### src/link_power_regs.svh
// Purpose: register offsets, field positions, reset values and timing counts
// Assumes: 32-bit register words on an AHB-Lite slave, 100 MHz ref clock
// Notes:   definitions only
`ifndef LINK_POWER_REGS_SVH
`define LINK_POWER_REGS_SVH

// register byte offsets, decoded on haddr[7:0]
`define LINK_CONTROL_ONE_OFFSET  8'h00
`define LINK_STATE_VECTOR_OFFSET 8'h04
`define MODE_STATUS_OFFSET       8'h08

// link_control_one field positions
`define WAKE_CLOCK_MODE_SELECT_BIT 0
`define ANALOG_LOOPBACK_BIT        1
`define DIGITAL_LOOPBACK_BIT       2
`define RX4X_BIT                 3
`define CTRL_RESET               4'h0

// state vector codes, wakeup outranks end of frame
`define SV_NONE                  8'h00
`define SV_EOF                   8'h04
`define SV_WAKE                  8'h20

// mode status field positions
`define STATUS_MODE_LSB          0
`define STATUS_CLK_RUN_BIT       4
`define STATUS_SETTLE_BIT        5

// oscillator settle after a full stop, time and derived cycles
`define CLK_PERIOD_NS            10
`define OSC_SETTLE_NS            2000
`define OSC_SETTLE_CYCLES        ((`OSC_SETTLE_NS + `CLK_PERIOD_NS - 1) / `CLK_PERIOD_NS)

`endif

### src/link_power_pkg.sv
// Purpose: shared types of the link power mode controller
// Assumes: nothing beyond the regs header
// Notes:   nothing is imported; users write link_power_pkg::name
package link_power_pkg;

    // operating modes of the link controller
    typedef enum logic [2:0] {
        MODE_RESET     = 3'b000,
        MODE_RUN       = 3'b001,
        MODE_WAIT      = 3'b010,
        MODE_STOP_CWT  = 3'b011,
        MODE_STOP_CSTP = 3'b100
    } mode_t;

    // software-written control word
    typedef struct packed {
        logic rx_4x_mode;
        logic digital_loopback_bit;
        logic analog_loopback_bit;
        logic wake_clock_mode_select;
    } ctrl_t;

    // pending state vector sources
    typedef struct packed {
        logic wake;
        logic eof;
    } sv_flags_t;

endpackage

### src/link_power_mode_control.sv
// Purpose: operating-mode sequencer of the byte link controller
// Assumes: cpu instruction strobes and reset sources synchronous to ref_clk_in
// Notes:   link_clock_run_out gates the link clock; registers sit on AHB-Lite
`timescale 1ns/1ps
`include "link_power_regs.svh"

// Behaviour
// - any reset source forces reset mode from every other mode
// - reset mode holds registers and outputs at reset, ignores inputs, clock runs
// - reset mode leaves for run only once all reset sources release
// - mode select 0 plus cpu wait enters link wait mode
// - wait mode never drives the network; link clock keeps running
// - first network rise in wait raises interrupt, wakes, message received
// - mode select 1 plus cpu wait enters stop, link clock stopped
// - mode select 1 plus cpu stop enters stop with cpu also stopped
// - first network rise in stop raises non-maskable interrupt, vector 20 hex
// - stop wakeup appears in state vector as highest priority source
// - wakeup from wait or stop resets no register
// - stop wakeup returns to run; reception may lag until clocks settle
// - after full stop the waking message is not guaranteed received
// - with a loopback bit set, low power modes ignore network traffic
// - wake and reception identical in normal and 4x receive modes
// - digital loopback ties transmit to receive internally, network undriven
module link_power_mode_control (
    input  wire logic        ref_clk_in,
    input  wire logic        arst_n_in,
    input  wire logic        reset_source_in,
    input  wire logic        cpu_wait_exec_in,
    input  wire logic        cpu_stop_exec_in,
    input  wire logic        protocol_tx_in,
    input  wire logic        frame_eof_in,
    input  wire logic        link_receive_pin_in,
    input  wire logic        hsel_in,
    input  wire logic [31:0] haddr_in,
    input  wire logic [1:0]  htrans_in,
    input  wire logic        hwrite_in,
    input  wire logic [2:0]  hsize_in,
    input  wire logic [31:0] hwdata_in,
    input  wire logic        hready_in,
    output logic [31:0]      hrdata_out,
    output logic             hreadyout_out,
    output logic             hresp_out,
    output logic             link_transmit_pin_out,
    output logic             protocol_rx_out,
    output logic             rx_4x_mode_out,
    output logic             analog_loopback_out,
    output logic             link_clock_run_out,
    output logic             clock_restart_req_out,
    output logic             cpu_irq_out,
    output logic             cpu_nmi_out
);

    link_power_pkg::mode_t     mode;
    link_power_pkg::ctrl_t     ctrl;
    link_power_pkg::sv_flags_t sv_flags;

    logic       in_reset;
    logic       low_power;
    logic       stop_mode;
    logic       detach;
    logic       wake;
    logic       addr_valid;
    logic       wr_pending;
    logic [7:0] wr_addr;
    logic       sv_read;
    logic [7:0] sv_code;
    logic [7:0] settle_cnt;
    logic       settling;
    logic [31:0] next_rdata;

    // reset mode covers the synchronous sources and the cycle of reset state
    assign in_reset  = reset_source_in || (mode == link_power_pkg::MODE_RESET);
    assign low_power = (mode == link_power_pkg::MODE_WAIT) || stop_mode;
    assign stop_mode = (mode == link_power_pkg::MODE_STOP_CWT) ||
                       (mode == link_power_pkg::MODE_STOP_CSTP);
    // a loopback bit disarms wakeup entirely
    assign detach    = ctrl.analog_loopback_bit || ctrl.digital_loopback_bit;
    assign settling  = (settle_cnt != 8'h00);

    // the detector stays disarmed in run and reset mode, so ordinary traffic
    // never leaves a stale arm behind for the next low-power entry
    // detector sees only the pin, the mode and the loopback bits, never the 4x bit
    wake_detector u_wake_detector (
        .ref_clk_in (ref_clk_in),
        .arst_n_in  (arst_n_in),
        .enable_in  (low_power && !detach),
        .rx_pin_in  (link_receive_pin_in),
        .wake_out   (wake)
    );

    // async restart request for the gated link clock
    assign clock_restart_req_out = wake && stop_mode;

    // strobes outside run mode are ignored: a stray strobe in reset or in a
    // low-power mode must not move the sequencer
    // mode sequencing
    always_ff @(posedge ref_clk_in or negedge arst_n_in) begin
        if (!arst_n_in) begin
            mode <= link_power_pkg::MODE_RESET;
        end else if (reset_source_in) begin
            mode <= link_power_pkg::MODE_RESET;
        end else begin
            unique case (mode)
                link_power_pkg::MODE_RESET: begin
                    mode <= link_power_pkg::MODE_RUN;
                end
                link_power_pkg::MODE_RUN: begin
                    if (cpu_wait_exec_in && !ctrl.wake_clock_mode_select) begin
                        mode <= link_power_pkg::MODE_WAIT;
                    end else if (cpu_wait_exec_in) begin
                        mode <= link_power_pkg::MODE_STOP_CWT;
                    end else if (cpu_stop_exec_in && ctrl.wake_clock_mode_select) begin
                        mode <= link_power_pkg::MODE_STOP_CSTP;
                    end
                end
                link_power_pkg::MODE_WAIT,
                link_power_pkg::MODE_STOP_CWT,
                link_power_pkg::MODE_STOP_CSTP: begin
                    if (wake) begin
                        mode <= link_power_pkg::MODE_RUN;
                    end
                end
                default: begin
                    mode <= link_power_pkg::MODE_RESET;
                end
            endcase
        end
    end

    // limitation: this is only the enable level; glitch-free switching of the
    // link clock is left to the gate cell that consumes it
    // link clock gate: runs in reset, run and wait, stops in stop modes
    always_ff @(posedge ref_clk_in or negedge arst_n_in) begin
        if (!arst_n_in) begin
            link_clock_run_out <= 1'b1;
        end else if (in_reset) begin
            link_clock_run_out <= 1'b1;
        end else if (stop_mode && !wake) begin
            link_clock_run_out <= 1'b0;
        end else begin
            link_clock_run_out <= 1'b1;
        end
    end

    // trade-off: a fixed count instead of a lock indicator keeps oscillator
    // details out of this block; the count must cover the slowest start-up
    // oscillator settle after a full stop; the waking frame is dropped meanwhile
    always_ff @(posedge ref_clk_in or negedge arst_n_in) begin
        if (!arst_n_in) begin
            settle_cnt <= 8'h00;
        end else if (in_reset) begin
            settle_cnt <= 8'h00;
        end else if (mode == link_power_pkg::MODE_STOP_CSTP && wake) begin
            settle_cnt <= 8'(`OSC_SETTLE_CYCLES);
        end else if (settling) begin
            settle_cnt <= settle_cnt - 8'h01;
        end
    end

    // pulses, not levels: the cpu side latches them, so no clear path is needed
    // interrupt pulses, one cycle each, on the waking transition
    always_ff @(posedge ref_clk_in or negedge arst_n_in) begin
        if (!arst_n_in) begin
            cpu_irq_out <= 1'b0;
            cpu_nmi_out <= 1'b0;
        end else if (in_reset) begin
            cpu_irq_out <= 1'b0;
            cpu_nmi_out <= 1'b0;
        end else begin
            cpu_irq_out <= wake && (mode == link_power_pkg::MODE_WAIT);
            cpu_nmi_out <= wake && stop_mode;
        end
    end

    // both pins are registered: one cycle of latency buys freedom from
    // glitches of the mode decode on the network side
    // network pins: transmit undriven outside run and in digital loopback
    always_ff @(posedge ref_clk_in or negedge arst_n_in) begin
        if (!arst_n_in) begin
            link_transmit_pin_out <= 1'b0;
            protocol_rx_out       <= 1'b0;
        end else if (in_reset) begin
            link_transmit_pin_out <= 1'b0;
            protocol_rx_out       <= 1'b0;
        end else begin
            link_transmit_pin_out <= (mode == link_power_pkg::MODE_RUN) &&
                                     !ctrl.digital_loopback_bit && protocol_tx_in;
            if (ctrl.digital_loopback_bit) begin
                protocol_rx_out <= protocol_tx_in;
            end else begin
                // wait mode passes the pin so the waking frame arrives whole
                protocol_rx_out <= !settling && link_receive_pin_in;
            end
        end
    end

    // mirror control bits to the protocol handler
    assign rx_4x_mode_out      = ctrl.rx_4x_mode;
    assign analog_loopback_out = ctrl.analog_loopback_bit;

    // only haddr[7:0] is decoded, so the register set aliases every 256 bytes;
    // hsize is ignored because every access is a whole word
    // ahb-lite: zero wait states, always okay
    assign hreadyout_out = 1'b1;
    assign hresp_out     = 1'b0;
    assign addr_valid    = hsel_in && htrans_in[1] && hready_in;
    assign sv_read       = addr_valid && !hwrite_in &&
                           (haddr_in[7:0] == `LINK_STATE_VECTOR_OFFSET);

    // address phase capture of a write
    always_ff @(posedge ref_clk_in or negedge arst_n_in) begin
        if (!arst_n_in) begin
            wr_pending <= 1'b0;
            wr_addr    <= 8'h00;
        end else begin
            wr_pending <= addr_valid && hwrite_in;
            wr_addr    <= haddr_in[7:0];
        end
    end

    // control register; held at reset in reset mode, untouched by wakeup
    always_ff @(posedge ref_clk_in or negedge arst_n_in) begin
        if (!arst_n_in) begin
            ctrl <= `CTRL_RESET;
        end else if (in_reset) begin
            ctrl <= `CTRL_RESET;
        end else if (wr_pending && (wr_addr == `LINK_CONTROL_ONE_OFFSET)) begin
            ctrl.wake_clock_mode_select <= hwdata_in[`WAKE_CLOCK_MODE_SELECT_BIT];
            ctrl.analog_loopback_bit    <= hwdata_in[`ANALOG_LOOPBACK_BIT];
            ctrl.digital_loopback_bit   <= hwdata_in[`DIGITAL_LOOPBACK_BIT];
            ctrl.rx_4x_mode             <= hwdata_in[`RX4X_BIT];
        end
        // no wakeup term here, so contents survive it
    end

    // state vector code, wakeup first
    always_comb begin
        if (sv_flags.wake) begin
            sv_code = `SV_WAKE;
        end else if (sv_flags.eof) begin
            sv_code = `SV_EOF;
        end else begin
            sv_code = `SV_NONE;
        end
    end

    // a wake that lands on the reading edge must not be lost, hence set wins
    // sticky sources; a read clears the one shown, a same-cycle set wins
    always_ff @(posedge ref_clk_in or negedge arst_n_in) begin
        if (!arst_n_in) begin
            sv_flags <= 2'b00;
        end else if (in_reset) begin
            sv_flags <= 2'b00;
        end else begin
            if (wake && stop_mode) begin
                sv_flags.wake <= 1'b1;
            end else if (sv_read && sv_flags.wake) begin
                sv_flags.wake <= 1'b0;
            end
            // eof clears on read only when no wake is shown, so it follows the wake
            if (frame_eof_in) begin
                sv_flags.eof <= 1'b1;
            end else if (sv_read && !sv_flags.wake) begin
                sv_flags.eof <= 1'b0;
            end
        end
    end

    // reads have no side effect except on the state vector, which clears on read
    // read mux, registered into the data phase
    always_comb begin
        next_rdata = 32'h0000_0000;
        if (addr_valid && !hwrite_in) begin
            unique case (haddr_in[7:0])
                `LINK_CONTROL_ONE_OFFSET: begin
                    next_rdata[3:0] = ctrl;
                end
                `LINK_STATE_VECTOR_OFFSET: begin
                    next_rdata[7:0] = sv_code;
                end
                `MODE_STATUS_OFFSET: begin
                    next_rdata[`STATUS_MODE_LSB +: 3] = mode;
                    next_rdata[`STATUS_CLK_RUN_BIT]   = link_clock_run_out;
                    next_rdata[`STATUS_SETTLE_BIT]    = settling;
                end
                default: begin
                    next_rdata = 32'h0000_0000;
                end
            endcase
        end
    end

    // read data stays put between transfers
    always_ff @(posedge ref_clk_in or negedge arst_n_in) begin
        if (!arst_n_in) begin
            hrdata_out <= 32'h0000_0000;
        end else if (addr_valid && !hwrite_in) begin
            hrdata_out <= next_rdata;
        end
    end

endmodule

### src/wake_detector.sv
// Purpose: passive-to-active detector that restarts stopped link clocks
// Assumes: network active level is 1 on the receive pin
// Notes:   wake_out is combinational so it works with the link clock stopped
`timescale 1ns/1ps
`include "link_power_regs.svh"

module wake_detector (
    input  wire logic ref_clk_in,
    input  wire logic arst_n_in,
    input  wire logic enable_in,
    input  wire logic rx_pin_in,
    output logic      wake_out
);

    logic armed;

    // arm only after passive is seen, so an active bus at entry is not a wake
    always_ff @(posedge ref_clk_in or negedge arst_n_in) begin
        if (!arst_n_in) begin
            armed <= 1'b0;
        end else if (!enable_in) begin
            armed <= 1'b0;
        end else if (!rx_pin_in) begin
            armed <= 1'b1;
        end
    end

    // restart request needs no clock edge once armed
    assign wake_out = enable_in & armed & rx_pin_in;

endmodule

### config.mk
export PLATFORM = sky130hd
export DESIGN_NAME = link_power_mode_control
export DESIGN_NICKNAME = d
export VERILOG_FILES = /design/src/link_power_pkg.sv /design/src/link_power_mode_control.sv /design/src/wake_detector.sv
export VERILOG_INCLUDE_DIRS = /design/src /design/src/src
export SDC_FILE = /design/constraint.sdc
export NUM_CORES = 1
export LEC_CHECK = 0
export ABC_AREA = 1
export BUFFER_PORTS_ARGS = -buffer_cell sky130_fd_sc_hd__buf_4
export CAP_MARGIN = 0
export CORE_UTILIZATION = 40
export CTS_CLUSTER_DIAMETER = 30
export DETAILED_ROUTE_END_ITERATION = 8
export PLACE_DENSITY = 0.77
export RECOVER_POWER = 25
export SLEW_MARGIN = 20
export SYNTH_ARGS = -nofsm -noshare
export SYNTH_HDL_FRONTEND = slang
export SYNTH_SLANG_ARGS = --single-unit
### constraint.sdc
create_clock -name ref_clk_in -period 1.3 [get_ports ref_clk_in]
set_input_delay 0.26 -clock ref_clk_in [delete_from_list [all_inputs] [get_ports ref_clk_in]]
set_output_delay 0.26 -clock ref_clk_in [all_outputs]
set_load 0.01 [all_outputs]
Word level (Yosys, flattened, before mapping) --
Index checks and enable logic that the tools add are counted.
Operators by class: add/subtract/negate cells 1, bitwise logic cells 2, equal/unequal tests 9, reduce and logical (&&, ||, !) cells 39, multiplexer cells 31
Operators by type and width (count):
- two-way mux 8 bit | 3
- logical AND 1 bit | 18
- two-way mux 3 bit | 6
- case mux 3 bit (3 select lines) | 2
- zero test 8 bit | 2
- two-way mux 1 bit | 13
- nonzero test 3 bit | 3
- equality test 8 x 3 -> 1 bit, second input constant | 1
- equality test 8 x 4 -> 1 bit, second input constant | 1
- two-way mux 4 bit | 2
- nonzero test 8 bit | 1
- subtractor 8 x 1 -> 8 bit, second input constant | 1
- zero test 1 bit | 7
- equality test 3 x 2 -> 1 bit, second input constant | 2
- two-way mux 6 bit | 1
- inequality test 5 bit, second input constant | 1
- logical OR 1 bit | 4
- two-way mux 2 bit | 2
- case mux 2 bit (2 select lines) | 1
- equality test 3 x 1 -> 1 bit, second input constant | 1
- equality test 3 bit, second input constant | 1
- zero test 3 bit | 1
- inequality test 3 bit, second input constant | 1
- OR reduction 3 bit | 1
- other kinds (5) | 6
Storage, ports and cells: output and inout bits 42, logic and storage cells 99, input port bits 80, flip-flop bits (word level) 40

Logic depth before layout (Yosys ltp) --
Gate-level depths: netlist of run 1.
depth after elaboration 10, mapped depth 8

Cells and area by module --
From an unflattened synthesis of run 1, not the netlist that was laid out.
Second synthesis, totals: cells, all modules 260, area, all modules 2078.2 µm²
Modules (own cells, without submodules):
- link_power_mode_control | seq. area each 927.1 µm², area each 2033.2 µm², cells each 254, times used 1
- wake_detector | seq. area each 25.0 µm², area each 45.0 µm², cells each 6, times used 1

Worst setup path before layout of run 1 --
No wires, ideal clock.
path type register to output, from reg ctrl (netlist bit analog_loopback_out), to out clock_restart_req_out, required time 1.040 ns, path buffers 0, cell stages (with the launch flop) 6, data arrival time 1.092 ns, setup slack -0.052 ns, cell sequence dfrtp_1 > nor2_1 > nand3_2 > inv_2 > nand2_2 > inv_1
On the way: longest elaborated chain between the ends 6
Ends and longest elaborated chain:
- start: declaration | RTL line link_power_mode_control.sv:54 | link_power_pkg::ctrl_t ctrl;
- start signal: assignment | RTL line link_power_mode_control.sv:224 | ctrl <= `CTRL_RESET;
- start signal: assignment | RTL line link_power_mode_control.sv:226 | ctrl <= `CTRL_RESET;
- logical OR 1 bit | RTL line link_power_mode_control.sv:77 | assign detach = ctrl.analog_loopback_bit || ctrl.digital_loopback_bit;
- zero test 1 bit | RTL line link_power_mode_control.sv:86 | .enable_in (low_power && !detach),
- logical AND 1 bit | RTL line link_power_mode_control.sv:86
- AND 1 bit (2 in a row) | RTL line wake_detector.sv:29 | assign wake_out = enable_in & armed & rx_pin_in;
- logical AND 1 bit | RTL line link_power_mode_control.sv:92 | assign clock_restart_req_out = wake && stop_mode;
- end: declaration | RTL line link_power_mode_control.sv:48 | output logic clock_restart_req_out,
Every way passes these cells.

Worst setup path after layout of run 1 --
from reg mode[1], to out clock_restart_req_out
On the way: longest elaborated chain between the ends 7, elaborated cells between the ends (all ways) 9, classes of those cells eq/ne (3); bitwise (2); reduce/logical (4)
Ends and longest elaborated chain:
- start: declaration | RTL line link_power_mode_control.sv:53 | link_power_pkg::mode_t mode;
- start signal: assignment | RTL line link_power_mode_control.sv:99 | mode <= link_power_pkg::MODE_RESET;
- start signal: assignment | RTL line link_power_mode_control.sv:101 | mode <= link_power_pkg::MODE_RESET;
- start signal: assignment | RTL line link_power_mode_control.sv:105 | mode <= link_power_pkg::MODE_RUN;
- equality test 3 x 2 -> 1 bit / equality test 3 bit (equally long branches) | RTL line link_power_mode_control.sv:74, link_power_mode_control.sv:75
- logical OR 1 bit | RTL line link_power_mode_control.sv:74 | assign stop_mode = (mode == link_power_pkg::MODE_STOP_CWT) ||
- logical OR 1 bit | RTL line link_power_mode_control.sv:73 | assign low_power = (mode == link_power_pkg::MODE_WAIT) || stop_mode;
- logical AND 1 bit | RTL line link_power_mode_control.sv:86
- AND 1 bit (2 in a row) | RTL line wake_detector.sv:29
- logical AND 1 bit (*) | RTL line link_power_mode_control.sv:92
Mark *: on every way between the ends. The rest lies on a longest branch, timed or not.

==> run metrics, run 1 <==
status=finished, violations left; failing checks=negative setup slack; commonest cells after routing, fill and taps aside=nand2_1, buf_4, dfrtp_1; Avg Cell Area, Syn=8.03 um^2; routability cong.=0.835; layer carrying the most global-route usage=met2; diode count=0; maximum VDD drop=0.000591 V; cell area after layout=3030 um^2; Vias/cell=4.58; first-pass GRT wire length=8340 um; CTS max path bufs=2; clock share of power=0.226; Hold Path Class=input pin to flop; Starting Density=0.429; P_int=2.82 mW; Fin Setup TNS=-3890 ps; core box area=4880 um^2; CTS Buf Count=5; combinational share of power=0.457; #FFs+latches synth=38; Crit Path Category=flop to primary output; vias in the first global route=1799; iteration count of the initial detailed-routing pass=4; die extent in y=74.4 um; sequential cell fraction of total power=0.316; Pwr Total=4.39 mW; met3 GRT Util=0.0434; largest net degree at the start of global routing=39; Worst setup SP type=flop; PwrDens=1450 nW/um^2; Worst-path clk slew=80 ps; Clock Latency Late Sink=300 ps; GR Overflow Total=0; area leader, netlist=dfrtp_1; max cap viols=0; DRT iter0 DRCs=89; Setup Skew=11.7 ps; Post-route DRC=0; Lkg Pwr=1.57 nW; Worst Setup End Kind=primary output; GR Layer Usage met2=0.345; critical path arrival=1390 ps; crit path time final=1650 ps; CTS tree=yes; data required time of the worst path=1040 ps; post-synthesis cell count=261; Root Buffer=clkbuf_8; filler cell count=417; Vias=1911; Routed WL=5360 um; fmax=0.607 GHz; # nets final=431; DIE AREA=5530 um^2; grt met1 use=0.244; ANT nets after route=0; Area after DPL=2560 um^2; Ys Warns=0; layout cells sized above 1=0.394; initial antenna violation count=0; Final period util=1.27; PortBufs=37; Tot GR Track Use=0.202; DP HPWL=3370 um; Psw=1.57 mW; Final Max Slew Viols=0; Post-Syn Area=2100 um^2; Slew headroom=0.648; register area share after synthesis=0.454; Rows=25; final hold slack=97.8 ps; Final setup viols=22; synth top area cells=dfrtp_1, nand2_1, buf_4; DR WL/cell=12.9 um; I/O pins=122; Hold Vio Cnt, Final=0; Yosys cell types=30; worst setup margin=-346 ps; H-tree depth=2; Synth top area share=0.442; Area growth, synth to finish=44.5%; RSZ-0062 raised after global routing=yes; CTS sink count=38; die width=74.4 um; Worst Path Max Fanout=3; actual slew at the worst max-slew pin=529 ps; switching share of power=0.357
==> power groups by stage <==
stage               sequential, mW  combinational, mW  clock (mW)
floorplan                     1.40              0.857           0
global placement              1.39               1.32           0
detailed placement            1.40               1.36           0
CTS                           1.37               1.69       0.999
global route                  1.40               2.19        1.05
finish                        1.39               2.01       0.992
==> synthesized netlist by cell type <==
cell	count
a21oi_1	3
a21oi_2	1
buf_4	28
buf_6	1
conb_1	2
dfrtp_1	37
dfstp_2	1
ha_1	2
inv_1	25
inv_2	5
nand2_1	63
nand2_2	7
nand2_4	1
nand3_1	27
nand3_2	1
nand3b_1	1
nand4_1	5
nand4_2	1
nand4_4	1
nor2_1	35
nor2_2	2
nor2_4	1
nor3_2	1
nor3b_1	1
nor4_1	1
o211ai_1	1
o21ai_0	3
o21ai_4	1
xnor2_1	2
xor2_1	1
==> worst max-delay path, stage by stage, from the launching register on <==
cell     delay [ps]
dfrtp_1         410
nor2_2          160
nand2_2         110
nand2_4          90
nand3_4          60
inv_2            60
nand2_2          60
inv_2            60
buf_6            90
==> layer usage <==
metal,routed length (um),vias up
met2,2800,59
met3,220,11
met1,2230,901
met4,107,0
met5,0,-
li1,-,940
==> area by class of cell <==
cell class	instances	area [um^2]	area share
Sequential cell	38	952	0.314
Clock buffer	7	76.3	0.0252
Multi-Input combinational cell	191	1090	0.362
Inverter	30	123	0.0405
Timing Repair inverter	1	7.51	0.00248
Clock inverter	1	30.0	0.00992
Timing Repair Buffer	82	661	0.218
Tap cell	67	83.8	0.0277
==> worst paths after layout <==
kind / startpoint / slack (ps) / to / cells after the start
worst min-delay path: haddr_in[0] / 100 / wr_addr[0] / 1
worst max-delay path: mode[1] / -350 / clock_restart_req_out / 8
min in group asynchronous: arst_n_in / 500 / ctrl[0] / 2
worst max register to register: mode[1] / -260 / mode[1] / 10
max in group asynchronous: arst_n_in / 420 / link_clock_run_out / 2
worst min register to register: hrdata_out[1] / 490 / hrdata_out[1] / 2
==> state kept, by name, summed over array words and instances, names as in the netlist <==
name,cells
analog_loopback_out,1
wr_addr,8
rx_4x_mode_out,1
settle_cnt,8
link_clock_run_out,1
cpu_nmi_out,1
hrdata_out,6
protocol_rx_out,1
link_transmit_pin_out,1
u_wake_detector.armed,1
sv_flags,2
mode,3
cpu_irq_out,1
wr_pending,1
ctrl,2
==> what timing repair did <==
item / 4_1_cts / 5_1_grt
pin swaps: 22 / 10
resized for setup: 27 / 28
endpoints found under the hold margin: 37 / 0
setup buffers: 14 / 5
gates cloned: 2 / 0
hold buffers: 1 / 0
setup endpoints to repair: 21 / 25
==> kinds of logic after synthesis <==
family                     share of synthesized area
and+or+nand+nor                                0.328
buffers and inverters                          0.159
DFF                                            0.454
AOI/OAI and AO/OA                             0.0299
xor gates and xnor gates                      0.0125
adders and majority gates                     0.0119
other                                        0.00358
==> per-stage QoR <==
step / utilization / setup WS [ps] / instances
2_1_floorplan: - / -18.9 / 287
3_3_place_gp: 0.524 / -78.3 / 389
3_5_place_dp: 0.524 / -116 / 389
4_1_cts: 0.593 / -312 / 413
5_1_grt: 0.621 / -431 / 417
6_report: 0.621 / -346 / 417
Power figures use the tool's default switching activity.
==> run 2: changes to the inputs <==
--- a/config.mk
+++ b/config.mk
@@ -10,6 +10,7 @@
 export BUFFER_PORTS_ARGS = -buffer_cell sky130_fd_sc_hd__buf_4
 export CAP_MARGIN = 0
 export CORE_UTILIZATION = 40
+export CTS_BUF_LIST = sky130_fd_sc_hd__clkbuf_16
 export CTS_CLUSTER_DIAMETER = 30
 export DETAILED_ROUTE_END_ITERATION = 8
 export PLACE_DENSITY = 0.77
==> run metrics, run 2 (synthesis results as in run 1) <==
H-tree depth=2 (unchanged); Final period util=1.26 (-0.00218); Worst setup SP type=flop; Final Max Slew Viols=0 (unchanged); routability cong.=0.835 (unchanged); Starting Density=0.429 (unchanged); Hold Vio Cnt, Final=0 (unchanged); data required time of the worst path=1040 ps (about the same); I/O pins=122 (unchanged); DRT iter0 DRCs=126 (+42%); die extent in y=74.4 um (unchanged); Vias=1874 (-1.9%); first-pass GRT wire length=7690 um (-7.7%); Routed WL=4920 um (-8.3%); fmax=0.609 GHz (+0.17%); ANT nets after route=0 (unchanged); CTS sink count=38 (unchanged); met3 WL=238 um (+8.2%); layout cells sized above 1=0.361 (-0.0330); Clock Latency Late Sink=280 ps (-20 ps); final hold slack=114 ps (+16.3 ps); PwrDens=1530 nW/um^2 (+5.4%); maximum VDD drop=0.000687 V (+16%); Setup Skew=5.89 ps (-5.77 ps); DP HPWL=3370 um (unchanged); Worst Setup End Kind=primary output; # nets final=427 (-0.93%); Slew headroom=0.656 (+0.00820); Worst-path clk slew=60 ps (-20 ps); final core utilization=0.612 (-0.00897); CTS tree=yes; CP bufs+invs=3 (unchanged); iteration count of the initial detailed-routing pass=4 (unchanged); largest stage delay on the critical path=410 ps (about the same); Fin Setup TNS=-3730 ps (+160 ps); CTS Buf Count=5 (unchanged); Post-Layout Cell Count=413 (-0.96%); Top Metal Used=met4; Worst R2R Setup Slack=-250 ps (about the same); Post-route DRC=0 (unchanged); CTS max path bufs=2 (unchanged); Slowest-stage cell, CP=dfrtp_1; status=finished, violations left; failing checks=negative setup slack; Tot GR Track Use=0.186 (-0.0154); Worst Path Max Fanout=3 (unchanged); initial antenna violation count=0 (unchanged); worst setup margin=-343 ps (+2.84 ps); met2 wire len=2500 um (-11%); delay-heaviest family, CP=simple AND/OR/NAND/NOR gates; worst-path cell chain=nor2_2 -> nand2_2 -> nand2_4 -> nand3_4 -> inv_2 -> nand2_2 -> inv_2 -> buf_6; Crit Path Category=flop to primary output; die width=74.4 um (unchanged); Hold Path Class=input pin to flop; GR Overflow Total=0 (unchanged); Vias/cell=4.54 (-0.99%); crit path time final=1640 ps (-2.84 ps); Area growth, synth to finish=42.4%; Lkg Pwr=1.58 nW (+0.63%); Final setup viols=21 (-4.5%); DIE AREA=5530 um^2 (unchanged); met1 WL=2060 um (-7.8%); commonest cells after routing, fill and taps aside=nand2_1, buf_4, dfrtp_1; vias in the first global route=1699 (-5.6%); largest net degree at the start of global routing=39 (unchanged); core box area=4880 um^2 (unchanged); critical path arrival=1380 ps (about the same); largest registers=settle_cnt x8, wr_addr x8, hrdata_out x6; actual slew at the worst max-slew pin=516 ps (-12.3 ps); DR WL/cell=11.9 um (-7.4%); diode count=0 (unchanged); Root Buffer=clkbuf_16; max cap viols=0 (unchanged); Rows=25 (unchanged); PortBufs=37 (unchanged); most common cell after layout, fill and taps aside=nand2_1; RSZ-0062 raised after global routing=yes; placed cells=389 (unchanged)
run 2: stage by stage:
step                setup slack, ps  instance area, um^2  power [mW]
floorplan                     -18.9                 2200        2.25
global placement              -78.3                 2560        2.71
detailed placement             -116                 2560        2.76
CTS                            -294                 2850        4.29
global route                   -430                 2980        4.83
finish                         -343                 2980        4.56
run 2: final timing paths:
path                       cells after the start          start               endpoint
max reg2reg                                   10        mode[1]                mode[1]
min reg2reg                                    2  hrdata_out[3]          hrdata_out[3]
max                                            8        mode[1]  clock_restart_req_out
min                                            1    haddr_in[0]             wr_addr[0]
max in group asynchronous                      2      arst_n_in     link_clock_run_out
min in group asynchronous                      2      arst_n_in                ctrl[0]
run 2: area by class of cell:
cell class	instances	area, um^2
fill	407	1900
sequential	38	952
inverter	30	125
tap	67	83.8
timing repair inverter	1	6.26
clock inverter	3	37.5
multi-input combinational	191	1030
clock buffer	5	125
timing repair buffer	78	619
run 2: power by group:
group,internal [mW],leakage [nW],switching (mW)
clock,0.890,0.0864,0.450
sequential,1.30,0.502,0.0846
combinational,0.872,0.993,0.964
run 2: timing repair:
action,CTS,global route
hold buffers,1,0
gates resized for setup,13,27
gates cloned,1,1
setup buffers,9,8
endpoints found under the setup margin,21,25
pin swaps,8,15
hold endpoints to repair,37,0
run 2: routing by layer:
layer,up-vias,track usage
met2,59,0.310
met3,9,0.0379
li1,930,-
met1,876,0.235
met5,-,0
met4,0,0.0797
==> run 3: changes to the inputs <==
--- a/config.mk
+++ b/config.mk
@@ -9,13 +9,14 @@
 export ABC_AREA = 1
 export BUFFER_PORTS_ARGS = -buffer_cell sky130_fd_sc_hd__buf_4
 export CAP_MARGIN = 0
-export CORE_UTILIZATION = 40
+export CORE_UTILIZATION = 39
 export CTS_BUF_LIST = sky130_fd_sc_hd__clkbuf_16
 export CTS_CLUSTER_DIAMETER = 30
 export DETAILED_ROUTE_END_ITERATION = 8
-export PLACE_DENSITY = 0.77
+export PLACE_DENSITY = 0.72
 export RECOVER_POWER = 25
 export SLEW_MARGIN = 20
 export SYNTH_ARGS = -nofsm -noshare
 export SYNTH_HDL_FRONTEND = slang
+export SYNTH_HIERARCHICAL = 1
 export SYNTH_SLANG_ARGS = --single-unit
==> run metrics, run 3 <==
GR Overflow Total=0 (unchanged); DP HPWL=3150 um (-6.5%); Worst-path clk slew=60 ps (about the same); register area share after synthesis=0.458 (+0.00383); worst setup margin=-575 ps (-232 ps); Ys Warns=6 (+6); Rows=26 (+4.0%); failing checks=negative setup slack; DRT iter0 DRCs=158 (+25%); Worst Setup End Kind=primary output; Clock Latency Late Sink=290 ps (about the same); final hold slack=106 ps (-8.02 ps); die width=75 um (+0.83%); commonest cells after routing, fill and taps aside=buf_4, nand2_1, dfrtp_1; Vias=1893 (+1.0%); cell area after layout=3080 um^2 (+3.4%); status=finished, violations left; DR WL/cell=12.0 um (+1.1%); #FFs+latches synth=38 (unchanged); CTS max path bufs=2 (unchanged); most frequent cells after synthesis=nand2_1, dfrtp_1, nand3_1; Yosys cell types=28 (-6.7%); Post-route DRC=0 (unchanged); crit path time final=1870 ps (+232 ps); iteration count of the initial detailed-routing pass=4 (unchanged); Vias/cell=4.51 (-0.67%); core box area=5110 um^2 (+4.7%); PortBufs=37 (unchanged); EDFF count, synth=0 (unchanged); layout cells sized above 1=0.380 (+0.0187); area leader, netlist=dfrtp_1; Avg Cell Area, Syn=7.99 um^2 (-0.45%); Slew headroom=0.651 (-0.00439); Worst setup SP type=flop; Post-Syn Area=2080 um^2 (-0.84%); most common cell after layout, fill and taps aside=buf_4; maximum VDD drop=0.000793 V (+16%); Final Max Slew Viols=0 (unchanged); CTS Buf Count=5 (unchanged); # nets final=431 (+0.94%); diode count=0 (unchanged); CTS tree=yes; I/O pins=122 (unchanged); Pwr Total=4.68 mW (+2.8%); actual slew at the worst max-slew pin=523 ps (+6.59 ps); Worst Path Max Fanout=2 (-1); ANT nets after route=0 (unchanged); post-synthesis cell count=260 (-0.38%); PwrDens=1520 nW/um^2 (-0.56%); critical path arrival=1610 ps (+230 ps); initial antenna violation count=0 (unchanged); Hold Vio Cnt, Final=0 (unchanged); vias in the first global route=1651 (-2.8%); fmax=0.533 GHz (-12%); data required time of the worst path=1040 ps (about the same); Starting Density=0.407 (-0.0226); CTS sink count=38 (unchanged); filler cell count=434 (+6.6%); Synth async-reset ratio=1.00 (unchanged); largest net degree at the start of global routing=39 (unchanged); Final setup viols=22 (+4.8%); Lkg Pwr=1.65 nW (+4.1%); Crit Path Category=flop to primary output; Area growth, synth to finish=48.4%; Most used DFF post-synth=dfrtp_1; H-tree depth=2 (unchanged); dpl ws=-337 ps (-221 ps); Final period util=1.44 (+0.178); first-pass GRT wire length=7660 um (-0.44%); largest registers=settle_cnt x8, wr_addr x8, hrdata_out x6; top-count cell post-synth=nand2_1; RSZ-0062 raised after global routing=yes; die extent in y=75 um (+0.83%); Hold Path Class=input pin to flop; Root Buffer=clkbuf_16; Routed WL=5050 um (+2.8%); DIE AREA=5630 um^2 (+1.7%); final core utilization=0.604 (-0.00767); max cap viols=0 (unchanged); Synth top area share=0.446 (+0.00372); routability cong.=0.919 (+10%); synth top area cells=dfrtp_1, nand2_1, buf_4; Area after DPL=2480 um^2 (-2.9%); Setup Skew=4.27 ps (-1.62 ps); Tot GR Track Use=0.186 (-0.000637)
[run 3: changes by cell type after synthesis, moves of 2 or more]
cell,change
nor2_2,+3
a21oi_1,+2
nand4_1,-4
inv_2,-3
nor2_1,-9
inv_1,+4
o21ai_1,+4
nand3_1,+8
nand2_2,-4
o21a_1,+2
[run 3: power breakdown]
| group | internal (mW) | leakage (nW) | switching, mW |
|---|---|---|---|
| clock network | 1.10 | 0.0940 | 0.506 |
| logic | 0.783 | 1.05 | 0.924 |
| registers | 1.29 | 0.502 | 0.0820 |
| total | 3.17 | 1.65 | 1.51 |
[run 3: cells by family after synthesis]
| family | synth area share |
|---|---|
| simple gates | 0.311 |
| buf+inv | 0.169 |
| flops | 0.458 |
| compound gates | 0.0427 |
| fa+ha+maj | 0.0120 |
| other cells | 0.00361 |
| xor+xnor | 0.00422 |
[run 3: layout make-up]
class | count | area [um^2] | area share
Clock buffer | 5 | 125 | 0.0406
Clock inverter | 3 | 68.8 | 0.0223
Inverter | 32 | 135 | 0.0438
Multi-Input combinational cell | 187 | 1040 | 0.338
Sequential cell | 38 | 953 | 0.309
Tap cell | 70 | 87.6 | 0.0284
Timing Repair Buffer | 84 | 664 | 0.215
Timing Repair inverter | 1 | 8.76 | 0.00284
[run 3: worst max-delay path, cell delays in order, from the launching register on]
cell	delay [ps]
dfrtp_2	440
nor2_4	140
nand2_2	70
nand2_2	90
nand2_2	70
nor2_4	110
nand3_2	90
inv_2	80
inv_2	50
nor2_4	90
buf_6	110
[run 3: through the flow]
| stage | cells | TNS (ps) |
|---|---|---|
| finish | 420 | -6680 |
| global route | 420 | -8280 |
| CTS | 410 | -5110 |
| detailed placement | 385 | -4000 |
| global placement | 385 | -3080 |
| floorplan | 286 | -3040 |
[run 3: final timing paths]
path / cells past startpoint / startpoint / slack [ps] / end
max reg2reg: 16 / mode[1] / -520 / sv_flags[1]
min reg2reg: 2 / hrdata_out[4] / 500 / hrdata_out[4]
min: 1 / haddr_in[7] / 110 / wr_addr[7]
max: 10 / mode[1] / -570 / clock_restart_req_out
min in group asynchronous: 2 / arst_n_in / 520 / u_wake_detector/armed
max in group asynchronous: 2 / arst_n_in / 400 / mode[1]
[run 3: metal layers]
| layer | wire length [um] | share of wire | vias to the layer above | global-route usage |
|---|---|---|---|---|
| li1 | - | - | 943 | - |
| met5 | 0 | 0 | - | 0 |
| met1 | 2120 | 0.42 | 853 | 0.235 |
| met2 | 2520 | 0.50 | 77 | 0.308 |
| met4 | 199 | 0.039 | 0 | 0.0881 |
| met3 | 209 | 0.041 | 20 | 0.0335 |
[run 3: timing repair]
item	in CTS	in global routing
endpoints found under the setup margin	15	24
pin swaps	12	11
hold buffers	1	0
setup buffers	22	12
endpoints found under the hold margin	37	0
gates cloned	0	1
resized for setup	23	31
